File: src/design/crp_map.svh
// Decodes, bit positions and reset values of the card sense block
`ifndef CRP_MAP_SVH
`define CRP_MAP_SVH

// Aux-source decodes of move and branch microwords
`define CRP_AS_DATA_FIRST  4'hb
`define CRP_AS_DATA_SECOND 4'ha
`define CRP_AS_READER_COND 4'hd
`define CRP_AS_PUNCH_COND  4'hf
`define CRP_AS_DIAG_TENS   4'h8
`define CRP_AS_DIAG_UNITS  4'h9

// Reader condition bit positions
`define CRP_RD_NOT_COMPLETE 0
`define CRP_RD_READY        1
`define CRP_RD_UNIT_EXC     2
`define CRP_RD_CHECK        3
`define CRP_RD_VALIDITY     4
`define CRP_RD_DEV_END      5
`define CRP_RD_STATUS_REQ   6
`define CRP_RD_COMPAT_EXC   7

// Punch condition bit positions
`define CRP_PU_READY        0
`define CRP_PU_NOT_RUNIN    1
`define CRP_PU_UNIT_EXC     2
`define CRP_PU_CHECK        3
`define CRP_PU_VALIDITY     4
`define CRP_PU_DEV_END      5

// Diagnostic register fields
`define CRP_DG_ADDR_MSB     4
`define CRP_DG_ADDR_CHK     5
`define CRP_DG_OVERRUN      6
`define CRP_DG_SYNC_CHK     7

// Side index into per-side vectors
`define CRP_SIDE_READER     0
`define CRP_SIDE_PUNCH      1

// Reset values
`define CRP_BYTE_RST        8'h00
`define CRP_BIT_RST         1'h0

`endif

File: src/design/crp_pkg.sv
// Types shared by the card sense block
package crp_pkg;

  typedef logic [7:0] crp_byte_t;

  typedef logic [3:0] crp_decode_t;

  typedef enum logic [1:0] {
    CRP_RUNIN_NONE,
    CRP_RUNIN_ONE,
    CRP_RUNIN_DONE
  } crp_runin_t;

endpackage

File: src/design/crp_sense.sv
// Card reader/punch sense registers and branch conditions
`timescale 1ns/1ps
`include "crp_map.svh"

// Function
// While reading, first data register shifts bits from station 1 or feed-read brushes.
// Move microword with decode B copies first data register to auxiliary storage.
// Second data register shifts bits from station 2 or punch check brushes.
// Move microword with decode A copies second data register to auxiliary storage.
// Branch microword with decode D tests the reader condition byte.
// Reader bit 0 is zero when feed empty or card at station 2.
// Reader bit 1 shows ready; bit 2 shows feed run out with end-of-file.
// Reader bit 3 sets on hole-count, shift-register or address-check error.
// Reader bit 4 sets on multiple punches rows 1-7 in data mode 1.
// Bit 5 of both bytes sets device-end on overrun or ready rise.
// Reader bit 6 sets when channel-end or device-end status is pending.
// Reader bit 7 reads zero once last card passed station 2 with end-of-file.
// Branch microword with decode F tests the punch condition byte.
// Punch bit 0 reads one when the punch is ready.
// Punch bit 1 reads zero after a run-in of two feed cycles.
// Punch bit 2 reads one when last card passed punch station with end-of-file in punch feed-read mode.
// Punch bit 3 sets on hole-count, shift-register or address-check error.
// Punch bit 4 sets on multiple punches rows 1-7 at feed-read brushes.
// Decode 8 byte shows tens column address lines in bits 0-4.
// Decode 8 bits 5-7 flag punch address, overrun and sync checks in diagnostics.
// Decode 9 byte shows units column address lines in bits 0-4.
// Decode 9 bits 5-7 flag reader address, overrun and sync checks in diagnostics.
// Data registers are eight bits, one bit per scan impulse, read by move only.
module crp_sense (
  // Clock and reset
  input  wire logic               core_clk,
  input  wire logic               rst,
  // Microprogram move and branch requests
  input  wire crp_pkg::crp_decode_t aux_source_decode,
  input  wire logic               move_strobe,
  input  wire logic               branch_strobe,
  // Read station and brush sensing
  input  wire logic               card_reading,
  input  wire logic               station1_scan,
  input  wire logic               station1_bit,
  input  wire logic               punch_feed_read_scan,
  input  wire logic               punch_feed_read_bit,
  input  wire logic               station2_scan,
  input  wire logic               station2_bit,
  input  wire logic               punch_check_scan,
  input  wire logic               punch_check_bit,
  // Column row sensing for validity checks
  input  wire logic               reader_column_strobe,
  input  wire logic [6:0]         reader_rows_1_7,
  input  wire logic               data_mode_1,
  input  wire logic               punch_feed_read_column_strobe,
  input  wire logic [6:0]         punch_feed_read_rows_1_7,
  // Reader mechanism status
  input  wire logic               read_feed_empty,
  input  wire logic               card_at_station2,
  input  wire logic               reader_ready,
  input  wire logic               reader_end_of_file,
  input  wire logic               reader_channel_end,
  // Punch mechanism status
  input  wire logic               punch_ready,
  input  wire logic               punch_feed_cycle,
  input  wire logic               punch_feed_read_mode,
  input  wire logic               punch_end_of_file,
  input  wire logic               last_card_past_punch,
  // Per-side error events, index 0 reader, 1 punch
  input  wire logic [1:0]         hole_count_error,
  input  wire logic [1:0]         shift_reg_error,
  input  wire logic [1:0]         address_check_error,
  input  wire logic [1:0]         overrun,
  // Per-side clears from control latches
  input  wire logic [1:0]         check_clear,
  input  wire logic [1:0]         device_end_clear,
  // Diagnostic operation
  input  wire logic               diag_mode,
  input  wire logic               diag_clear,
  input  wire logic [4:0]         tens_column_address,
  input  wire logic [4:0]         units_column_address,
  // Answers to the microprogram
  output crp_pkg::crp_byte_t      aux_data,
  output logic                    move_done,
  output crp_pkg::crp_byte_t      branch_data,
  output logic                    branch_done
);

  crp_pkg::crp_byte_t  reader_data_in_first;
  crp_pkg::crp_byte_t  reader_data_in_second;
  crp_pkg::crp_byte_t  reader_branch_conditions;
  crp_pkg::crp_byte_t  punch_branch_conditions;
  crp_pkg::crp_byte_t  diag_tens_and_punch_checks;
  crp_pkg::crp_byte_t  diag_units_and_reader_checks;
  crp_pkg::crp_byte_t  next_aux_data;
  crp_pkg::crp_byte_t  next_branch_data;
  crp_pkg::crp_runin_t runin_state;

  logic [1:0] check_flag;
  logic [1:0] validity_flag;
  logic [1:0] validity_set;
  logic [1:0] hw_device_end;
  logic [1:0] ready_now;
  logic [1:0] ready_seen;
  logic [1:0] diag_addr_flag;
  logic [1:0] diag_overrun_flag;
  logic [1:0] diag_sync_flag;
  logic       reader_last_past;
  logic       punch_last_past;
  logic       station2_seen;
  logic       reader_multi;
  logic       punch_multi;

  // More than one of seven rows punched
  assign reader_multi = (reader_rows_1_7 & (reader_rows_1_7 - 7'h01)) != 7'h00;
  assign punch_multi  = (punch_feed_read_rows_1_7 & (punch_feed_read_rows_1_7 - 7'h01)) != 7'h00;

  // reader validity source
  assign validity_set[`CRP_SIDE_READER] = reader_column_strobe & data_mode_1 & reader_multi;
  // punch validity source
  assign validity_set[`CRP_SIDE_PUNCH] = punch_feed_read_column_strobe & punch_multi;

  assign ready_now[`CRP_SIDE_READER] = reader_ready;
  assign ready_now[`CRP_SIDE_PUNCH]  = punch_ready;

  // first data shift
  always_ff @(posedge core_clk) begin
    if (rst) begin
      reader_data_in_first <= `CRP_BYTE_RST;
    end else if (card_reading && station1_scan) begin
      // one bit per impulse
      reader_data_in_first <= {reader_data_in_first[6:0], station1_bit};
    end else if (card_reading && punch_feed_read_scan) begin
      reader_data_in_first <= {reader_data_in_first[6:0], punch_feed_read_bit};
    end
  end

  // second data shift
  always_ff @(posedge core_clk) begin
    if (rst) begin
      reader_data_in_second <= `CRP_BYTE_RST;
    end else if (card_reading && station2_scan) begin
      reader_data_in_second <= {reader_data_in_second[6:0], station2_bit};
    end else if (card_reading && punch_check_scan) begin
      reader_data_in_second <= {reader_data_in_second[6:0], punch_check_bit};
    end
  end

  // Per-side sticky flags and ready history; in the flags, set wins over clear
  genvar s;
  generate
    for (s = 0; s < 2; s = s + 1) begin : g_side
      // check flags
      always_ff @(posedge core_clk) begin
        if (rst) begin
          check_flag[s] <= `CRP_BIT_RST;
        end else begin
          check_flag[s] <= hole_count_error[s] | shift_reg_error[s] | address_check_error[s]
                           | (check_flag[s] & ~check_clear[s]);
        end
      end

      // validity flags
      always_ff @(posedge core_clk) begin
        if (rst) begin
          validity_flag[s] <= `CRP_BIT_RST;
        end else begin
          validity_flag[s] <= validity_set[s] | (validity_flag[s] & ~check_clear[s]);
        end
      end

      // Ready history for edge detect
      always_ff @(posedge core_clk) begin
        if (rst) begin
          ready_seen[s] <= `CRP_BIT_RST;
        end else begin
          ready_seen[s] <= ready_now[s];
        end
      end

      // hardware device-end
      always_ff @(posedge core_clk) begin
        if (rst) begin
          hw_device_end[s] <= `CRP_BIT_RST;
        end else begin
          hw_device_end[s] <= overrun[s] | (ready_now[s] & ~ready_seen[s])
                              | (hw_device_end[s] & ~device_end_clear[s]);
        end
      end

      // diagnostic checks
      always_ff @(posedge core_clk) begin
        if (rst) begin
          diag_addr_flag[s]    <= `CRP_BIT_RST;
          diag_overrun_flag[s] <= `CRP_BIT_RST;
          diag_sync_flag[s]    <= `CRP_BIT_RST;
        end else begin
          diag_addr_flag[s]    <= (diag_mode & address_check_error[s])
                                  | (diag_addr_flag[s] & ~diag_clear);
          diag_overrun_flag[s] <= (diag_mode & overrun[s])
                                  | (diag_overrun_flag[s] & ~diag_clear);
          diag_sync_flag[s]    <= (diag_mode & shift_reg_error[s])
                                  | (diag_sync_flag[s] & ~diag_clear);
        end
      end
    end
  endgenerate

  // Station 2 history for trailing edge
  always_ff @(posedge core_clk) begin
    if (rst) begin
      station2_seen <= `CRP_BIT_RST;
    end else begin
      station2_seen <= card_at_station2;
    end
  end

  // last card past station 2
  always_ff @(posedge core_clk) begin
    if (rst) begin
      reader_last_past <= `CRP_BIT_RST;
    end else if (!reader_end_of_file) begin
      reader_last_past <= `CRP_BIT_RST;
    end else if (station2_seen && !card_at_station2 && read_feed_empty) begin
      reader_last_past <= 1'h1;
    end
  end

  // last card past punch station
  always_ff @(posedge core_clk) begin
    if (rst) begin
      punch_last_past <= `CRP_BIT_RST;
    end else if (!punch_end_of_file || !punch_feed_read_mode) begin
      punch_last_past <= `CRP_BIT_RST;
    end else if (last_card_past_punch) begin
      punch_last_past <= 1'h1;
    end
  end

  // run-in of two feed cycles
  always_ff @(posedge core_clk) begin
    if (rst) begin
      runin_state <= crp_pkg::CRP_RUNIN_NONE;
    end else if (ready_seen[`CRP_SIDE_PUNCH] && !punch_ready) begin
      runin_state <= crp_pkg::CRP_RUNIN_NONE;
    end else if (punch_feed_cycle) begin
      unique case (runin_state)
        crp_pkg::CRP_RUNIN_NONE: begin
          runin_state <= crp_pkg::CRP_RUNIN_ONE;
        end
        crp_pkg::CRP_RUNIN_ONE: begin
          runin_state <= crp_pkg::CRP_RUNIN_DONE;
        end
        crp_pkg::CRP_RUNIN_DONE: begin
          runin_state <= crp_pkg::CRP_RUNIN_DONE;
        end
      endcase
    end
  end

  // Reader condition byte
  always_comb begin
    reader_branch_conditions = `CRP_BYTE_RST;
    // not read complete
    reader_branch_conditions[`CRP_RD_NOT_COMPLETE] = ~(read_feed_empty | card_at_station2);
    // ready and unit exception
    reader_branch_conditions[`CRP_RD_READY]    = reader_ready;
    reader_branch_conditions[`CRP_RD_UNIT_EXC] = read_feed_empty & ~card_at_station2
                                                 & reader_end_of_file;
    reader_branch_conditions[`CRP_RD_CHECK]    = check_flag[`CRP_SIDE_READER];
    reader_branch_conditions[`CRP_RD_VALIDITY] = validity_flag[`CRP_SIDE_READER];
    reader_branch_conditions[`CRP_RD_DEV_END]  = hw_device_end[`CRP_SIDE_READER];
    // status request
    reader_branch_conditions[`CRP_RD_STATUS_REQ] = reader_channel_end
                                                   | hw_device_end[`CRP_SIDE_READER];
    // compatibility exception
    reader_branch_conditions[`CRP_RD_COMPAT_EXC] = ~reader_last_past;
  end

  // Punch condition byte
  always_comb begin
    punch_branch_conditions = `CRP_BYTE_RST;
    // punch ready
    punch_branch_conditions[`CRP_PU_READY]     = punch_ready;
    punch_branch_conditions[`CRP_PU_NOT_RUNIN] = runin_state != crp_pkg::CRP_RUNIN_DONE;
    punch_branch_conditions[`CRP_PU_UNIT_EXC]  = punch_last_past;
    punch_branch_conditions[`CRP_PU_CHECK]     = check_flag[`CRP_SIDE_PUNCH];
    punch_branch_conditions[`CRP_PU_VALIDITY]  = validity_flag[`CRP_SIDE_PUNCH];
    punch_branch_conditions[`CRP_PU_DEV_END]   = hw_device_end[`CRP_SIDE_PUNCH];
  end

  // Diagnostic bytes
  always_comb begin
    // tens address
    diag_tens_and_punch_checks[`CRP_DG_ADDR_MSB:0] = tens_column_address;
    diag_tens_and_punch_checks[`CRP_DG_ADDR_CHK]   = diag_addr_flag[`CRP_SIDE_PUNCH];
    diag_tens_and_punch_checks[`CRP_DG_OVERRUN]    = diag_overrun_flag[`CRP_SIDE_PUNCH];
    diag_tens_and_punch_checks[`CRP_DG_SYNC_CHK]   = diag_sync_flag[`CRP_SIDE_PUNCH];
    // units address
    diag_units_and_reader_checks[`CRP_DG_ADDR_MSB:0] = units_column_address;
    diag_units_and_reader_checks[`CRP_DG_ADDR_CHK]   = diag_addr_flag[`CRP_SIDE_READER];
    diag_units_and_reader_checks[`CRP_DG_OVERRUN]    = diag_overrun_flag[`CRP_SIDE_READER];
    diag_units_and_reader_checks[`CRP_DG_SYNC_CHK]   = diag_sync_flag[`CRP_SIDE_READER];
  end

  // Move source select
  always_comb begin
    next_aux_data = `CRP_BYTE_RST;
    unique case (aux_source_decode)
      // move first register
      `CRP_AS_DATA_FIRST: begin
        next_aux_data = reader_data_in_first;
      end
      // move second register
      `CRP_AS_DATA_SECOND: begin
        next_aux_data = reader_data_in_second;
      end
      default: begin
        next_aux_data = `CRP_BYTE_RST;
      end
    endcase
  end

  // Branch source select
  always_comb begin
    next_branch_data = `CRP_BYTE_RST;
    unique case (aux_source_decode)
      // reader conditions
      `CRP_AS_READER_COND: begin
        next_branch_data = reader_branch_conditions;
      end
      // punch conditions
      `CRP_AS_PUNCH_COND: begin
        next_branch_data = punch_branch_conditions;
      end
      `CRP_AS_DIAG_TENS: begin
        next_branch_data = diag_tens_and_punch_checks;
      end
      `CRP_AS_DIAG_UNITS: begin
        next_branch_data = diag_units_and_reader_checks;
      end
      default: begin
        next_branch_data = `CRP_BYTE_RST;
      end
    endcase
  end

  // Move answer
  always_ff @(posedge core_clk) begin
    if (rst) begin
      aux_data  <= `CRP_BYTE_RST;
      move_done <= `CRP_BIT_RST;
    end else begin
      move_done <= move_strobe;
      if (move_strobe) begin
        aux_data <= next_aux_data;
      end
    end
  end

  // Branch answer
  always_ff @(posedge core_clk) begin
    if (rst) begin
      branch_data <= `CRP_BYTE_RST;
      branch_done <= `CRP_BIT_RST;
    end else begin
      branch_done <= branch_strobe;
      if (branch_strobe) begin
        branch_data <= next_branch_data;
      end
    end
  end

endmodule

File: config.mk
export PLATFORM = sky130hd
export DESIGN_NAME = crp_sense
export DESIGN_NICKNAME = d
export VERILOG_FILES = /design/src/design/crp_pkg.sv /design/src/design/crp_sense.sv
export VERILOG_INCLUDE_DIRS = /design/src /design/src/design
export SDC_FILE = /design/constraint.sdc
export NUM_CORES = 1
export LEC_CHECK = 0
export BUFFER_PORTS_ARGS = -buffer_cell sky130_fd_sc_hd__clkbuf_2
export CORE_MARGIN = 1
export CORE_UTILIZATION = 49
export CTS_BUF_LIST = sky130_fd_sc_hd__clkbuf_4 sky130_fd_sc_hd__clkbuf_8 sky130_fd_sc_hd__clkbuf_16
export DETAILED_ROUTE_END_ITERATION = 10
export PLACE_DENSITY_LB_ADDON = 0.1
export SYNTH_ARGS = -nofsm -noshare
export SYNTH_HDL_FRONTEND = slang
export SYNTH_SLANG_ARGS = --single-unit
File: constraint.sdc
create_clock -name core_clk -period 1.5 [get_ports core_clk]
set_input_delay 0.3 -clock core_clk [delete_from_list [all_inputs] [get_ports core_clk]]
set_output_delay 0.3 -clock core_clk [all_outputs]
set_load 0.05 [all_outputs]
==> run_results.csv <==
group,metric,value,unit
status,status,"finished, violations left",
status,violations,"DRC",
cts,h-tree-depth,2,
yosys,synthCells,255,
yosys,synth-adder-area-share,1.38,%
yosys,synth_edf_count,0,
floorplanning,fp.dieArea,5100,sq um
timing,slew_viol_final,0,
cts,clk_latency,0.32,ns
timing,fin_crit_sh,83.6,%
floorplanning,die_x,71.4,microns
cts,cts_setup_buffers,0,
yosys,async_flop_share,0,%
yosys,synth_warnings,0,
yosys,synth.most_common_cell,"dfxtp_1",
yosys,synth_top_area_cell,"dfxtp_1",
grt,track_usage,21.9,%
yosys,synth.mux.area_fraction,11.0,%
placement,dp.cells,393,
timing,rsz0062_at_grt,"no",
floorplanning,coreArea,4500,sq um
timing,fin_setup_tns,0,ns
floorplanning,io_pins,86,
cts,cts_tree,"yes",
power,vdd_drop_max,0.637,mV
yosys,syn_area,2360,sq um
cts,cts-root-buf,"clkbuf_8",
drt,wirelength,5180,microns
setup_path,crit_type,"reg2out",
run,drv_cap,0,
yosys,synth_compound_area_share,18.9,%
yosys,synth.area.top_cells,"dfxtp_1 45%, mux2i_1 7.6%, nor2_1 5.1%, nand2b_1 4.0%, a22oi_1 3.8%",
power,powerDensity,957,nW/um^2
timing,skew,0.0116,ns
setup_path,cp_data_arrival_time,0.95,ns
setup_path,critPathMaxStageDelay,0.35,ns
setup_path,cpMaxStageDelayCell,"dfxtp_1",
drt,first_pass_iters,9,
cells_and_area,antennaDiodeCount,0,
yosys,synth_cell_types,44,
placement,place_hpwl,3980,microns
cts,holdBufCountCts,0,
drt,num_vias,2138,
yosys,avgSynthCellArea,9.25,sq um
cts,cts_max_path_buffers,2,
grt,overflow,0,
grt,antenna_found_initial,0,
timing,fmax,797,MHz
timing,layout_min_cycle_time,1.25,ns
floorplanning,row_count,24,
yosys,synth.top_cell.area_share,45.0,%
cells_and_area,fin_nets,417,
setup_path,crit_path_start_kind,"register",
cells_and_area,area_growth,28.2,%
drt,drcViolationCount,3,
placement,io_buffer_count,85,
timing,hold_violations,0,
timing,tightest_slew,0.441,ns
yosys,ys_top_cells_by_count,"53 x dfxtp_1, 32 x nor2_1, 18 x mux2i_1",
drt,via_per_inst,5.33,
cells_and_area,fin_cells,401,
power,leakagePower,1.40,nW
yosys,synthFlopType,"dfxtp_1",
setup_path,crit_fanout,2,
drt,antenna_left,0,
cts,clock_sinks,53,
setup_path,endpoint_kind,"primary output",
floorplanning,start_util,52.4,%
floorplanning,die_y,71.4,microns
timing,slew_headroom,70.6,%
cts,ctsResizeCount,0,
yosys,synth_top_family_by_area,"simple AND/OR/NAND/NOR gates",
grt,grt_max_degree,44,
drt,wl_per_cell,12.9,microns
setup_path,crit_chain,"clkbuf_2",
cells_and_area,drive_gt1_share,33.8,%
yosys,synthSimpleGateAreaFrac,19.8,%
hold_path,hold_class,"in2reg",
power,power.total,0.00289,W
yosys,synth_xor_area_share,0,%
yosys,syn_nets,324,
yosys,synth_seq_cells,53,
grt,grt_pass1_vias,2011,
setup_path,cp_top_family,"flip-flops",
cts,clk_pin_slew_worst_paths,0.11,ns
timing,setup_viol,0,
setup_path,cp_data_required_time,1.20,ns
drt,drtIter0Drc,86,
setup_path,path_buf_inv,1,
cts,cts_inserted_buffers,5,
yosys,ys_seq_area_share,45.0,%
grt,grt_pass1_wl,8730,microns
placement,finalWeightedCongestion,0.815,
==> area by class of cell <==
| cell class | count | area [sq um] |
|---|---|---|
| Clock buffer | 5 | 68.8 |
| Clock inverter | 3 | 50.0 |
| Fill cell | 389 | 1480 |
| Inverter | 12 | 45.0 |
| Multi-Input combinational cell | 179 | 1210 |
| Sequential cell | 53 | 1060 |
| Tap cell | 52 | 65.1 |
| Timing Repair Buffer | 97 | 528 |
==> worst paths after layout <==
kind                     startpoint         endpoint  slack (ns)  cells past startpoint
hold / removal    punch_end_of_file  punch_last_past        0.20                      3
setup reg to reg     runin_state[0]   branch_data[1]        0.42                      6
setup / recovery        aux_data[2]      aux_data[2]        0.25                      1
hold reg to reg      branch_data[5]   branch_data[5]        0.44                      2
==> through the flow <==
stage / area, sq um / setup slack [ns] / hold slack (ns) / utilization (%)
after floorplan: 2360 / 0.0961 / 0.412 / -
after global placement: 2910 / -0.0266 / 0.424 / 64.5
after detailed placement: 2910 / -0.0353 / 0.430 / 64.5
after CTS: 3020 / 0.227 / 0.190 / 67.1
after global routing: 3020 / 0.209 / 0.220 / 67.1
final: 3020 / 0.245 / 0.201 / 67.1
==> cell usage in the layout, fill, tap and decap left out, types with 3 or more instances in the layout <==
master	netlist	layout
a22oi_1	12	12
a221oi_1	4	4
a21oi_1	16	16
clkbuf_2	0	85
nor3_1	6	6
mux2_2	7	7
a22o_1	7	7
nor2_1	32	32
o21ai_0	4	4
dfxtp_1	53	53
o22ai_1	3	3
inv_1	12	12
buf_4	0	11
mux2i_1	18	18
nand3_1	8	8
nand2_1	7	7
nor2b_1	7	7
nand2b_1	15	15
clkbuf_8	0	5
==> sequential cells by signal (all words and copies together), names as in the netlist <==
name and flops:
station2_seen 1, diag_addr_flag 2, hw_device_end 2, move_done 1, reader_branch_conditions 1, diag_overrun_flag 2
diag_sync_flag 2, check_flag 2, aux_data 8, punch_last_past 1, reader_data_in_second 8, reader_last_past 1
reader_data_in_first 8, branch_done 1, punch_branch_conditions 1, runin_state 2, branch_data 8, ready_seen 2
==> power by group <==
group / internal [W] / leakage [nW] / switching [W]
Clock: 0.000512 / 0.0603 / 0.000514
Combinational: 0.000189 / 0.908 / 0.000205
Sequential: 0.00145 / 0.433 / 0.0000221
==> per-layer routing <==
metal / GRT usage [%] / vias to the layer above / routed length (microns)
met5: 0 / - / 0
met4: 5.33 / 0 / 46
met3: 6.47 / 4 / 241
met2: 38.8 / 51 / 2520
met1: 25.9 / 974 / 2370
li1: - / 1109 / -
==> cell families after synthesis <==
| kind of cell | after synthesis |
|---|---|
| multiplexers | 25 |
| adder cells (fa/ha/maj) | 3 |
| buffers and inverters | 23 |
| AO/OA/AOI/OAI | 63 |
| AND/OR/NAND/NOR | 88 |
| flip-flops | 53 |
==> worst register-to-register path: cells and delay by family, from the launching register on <==
family	cells	cell delay, ns
compound gates	3	0.43
flops	1	0.32
fa+ha+maj	1	0.14
buf+inv	2	0.10
Power figures use the tool's default switching activity.
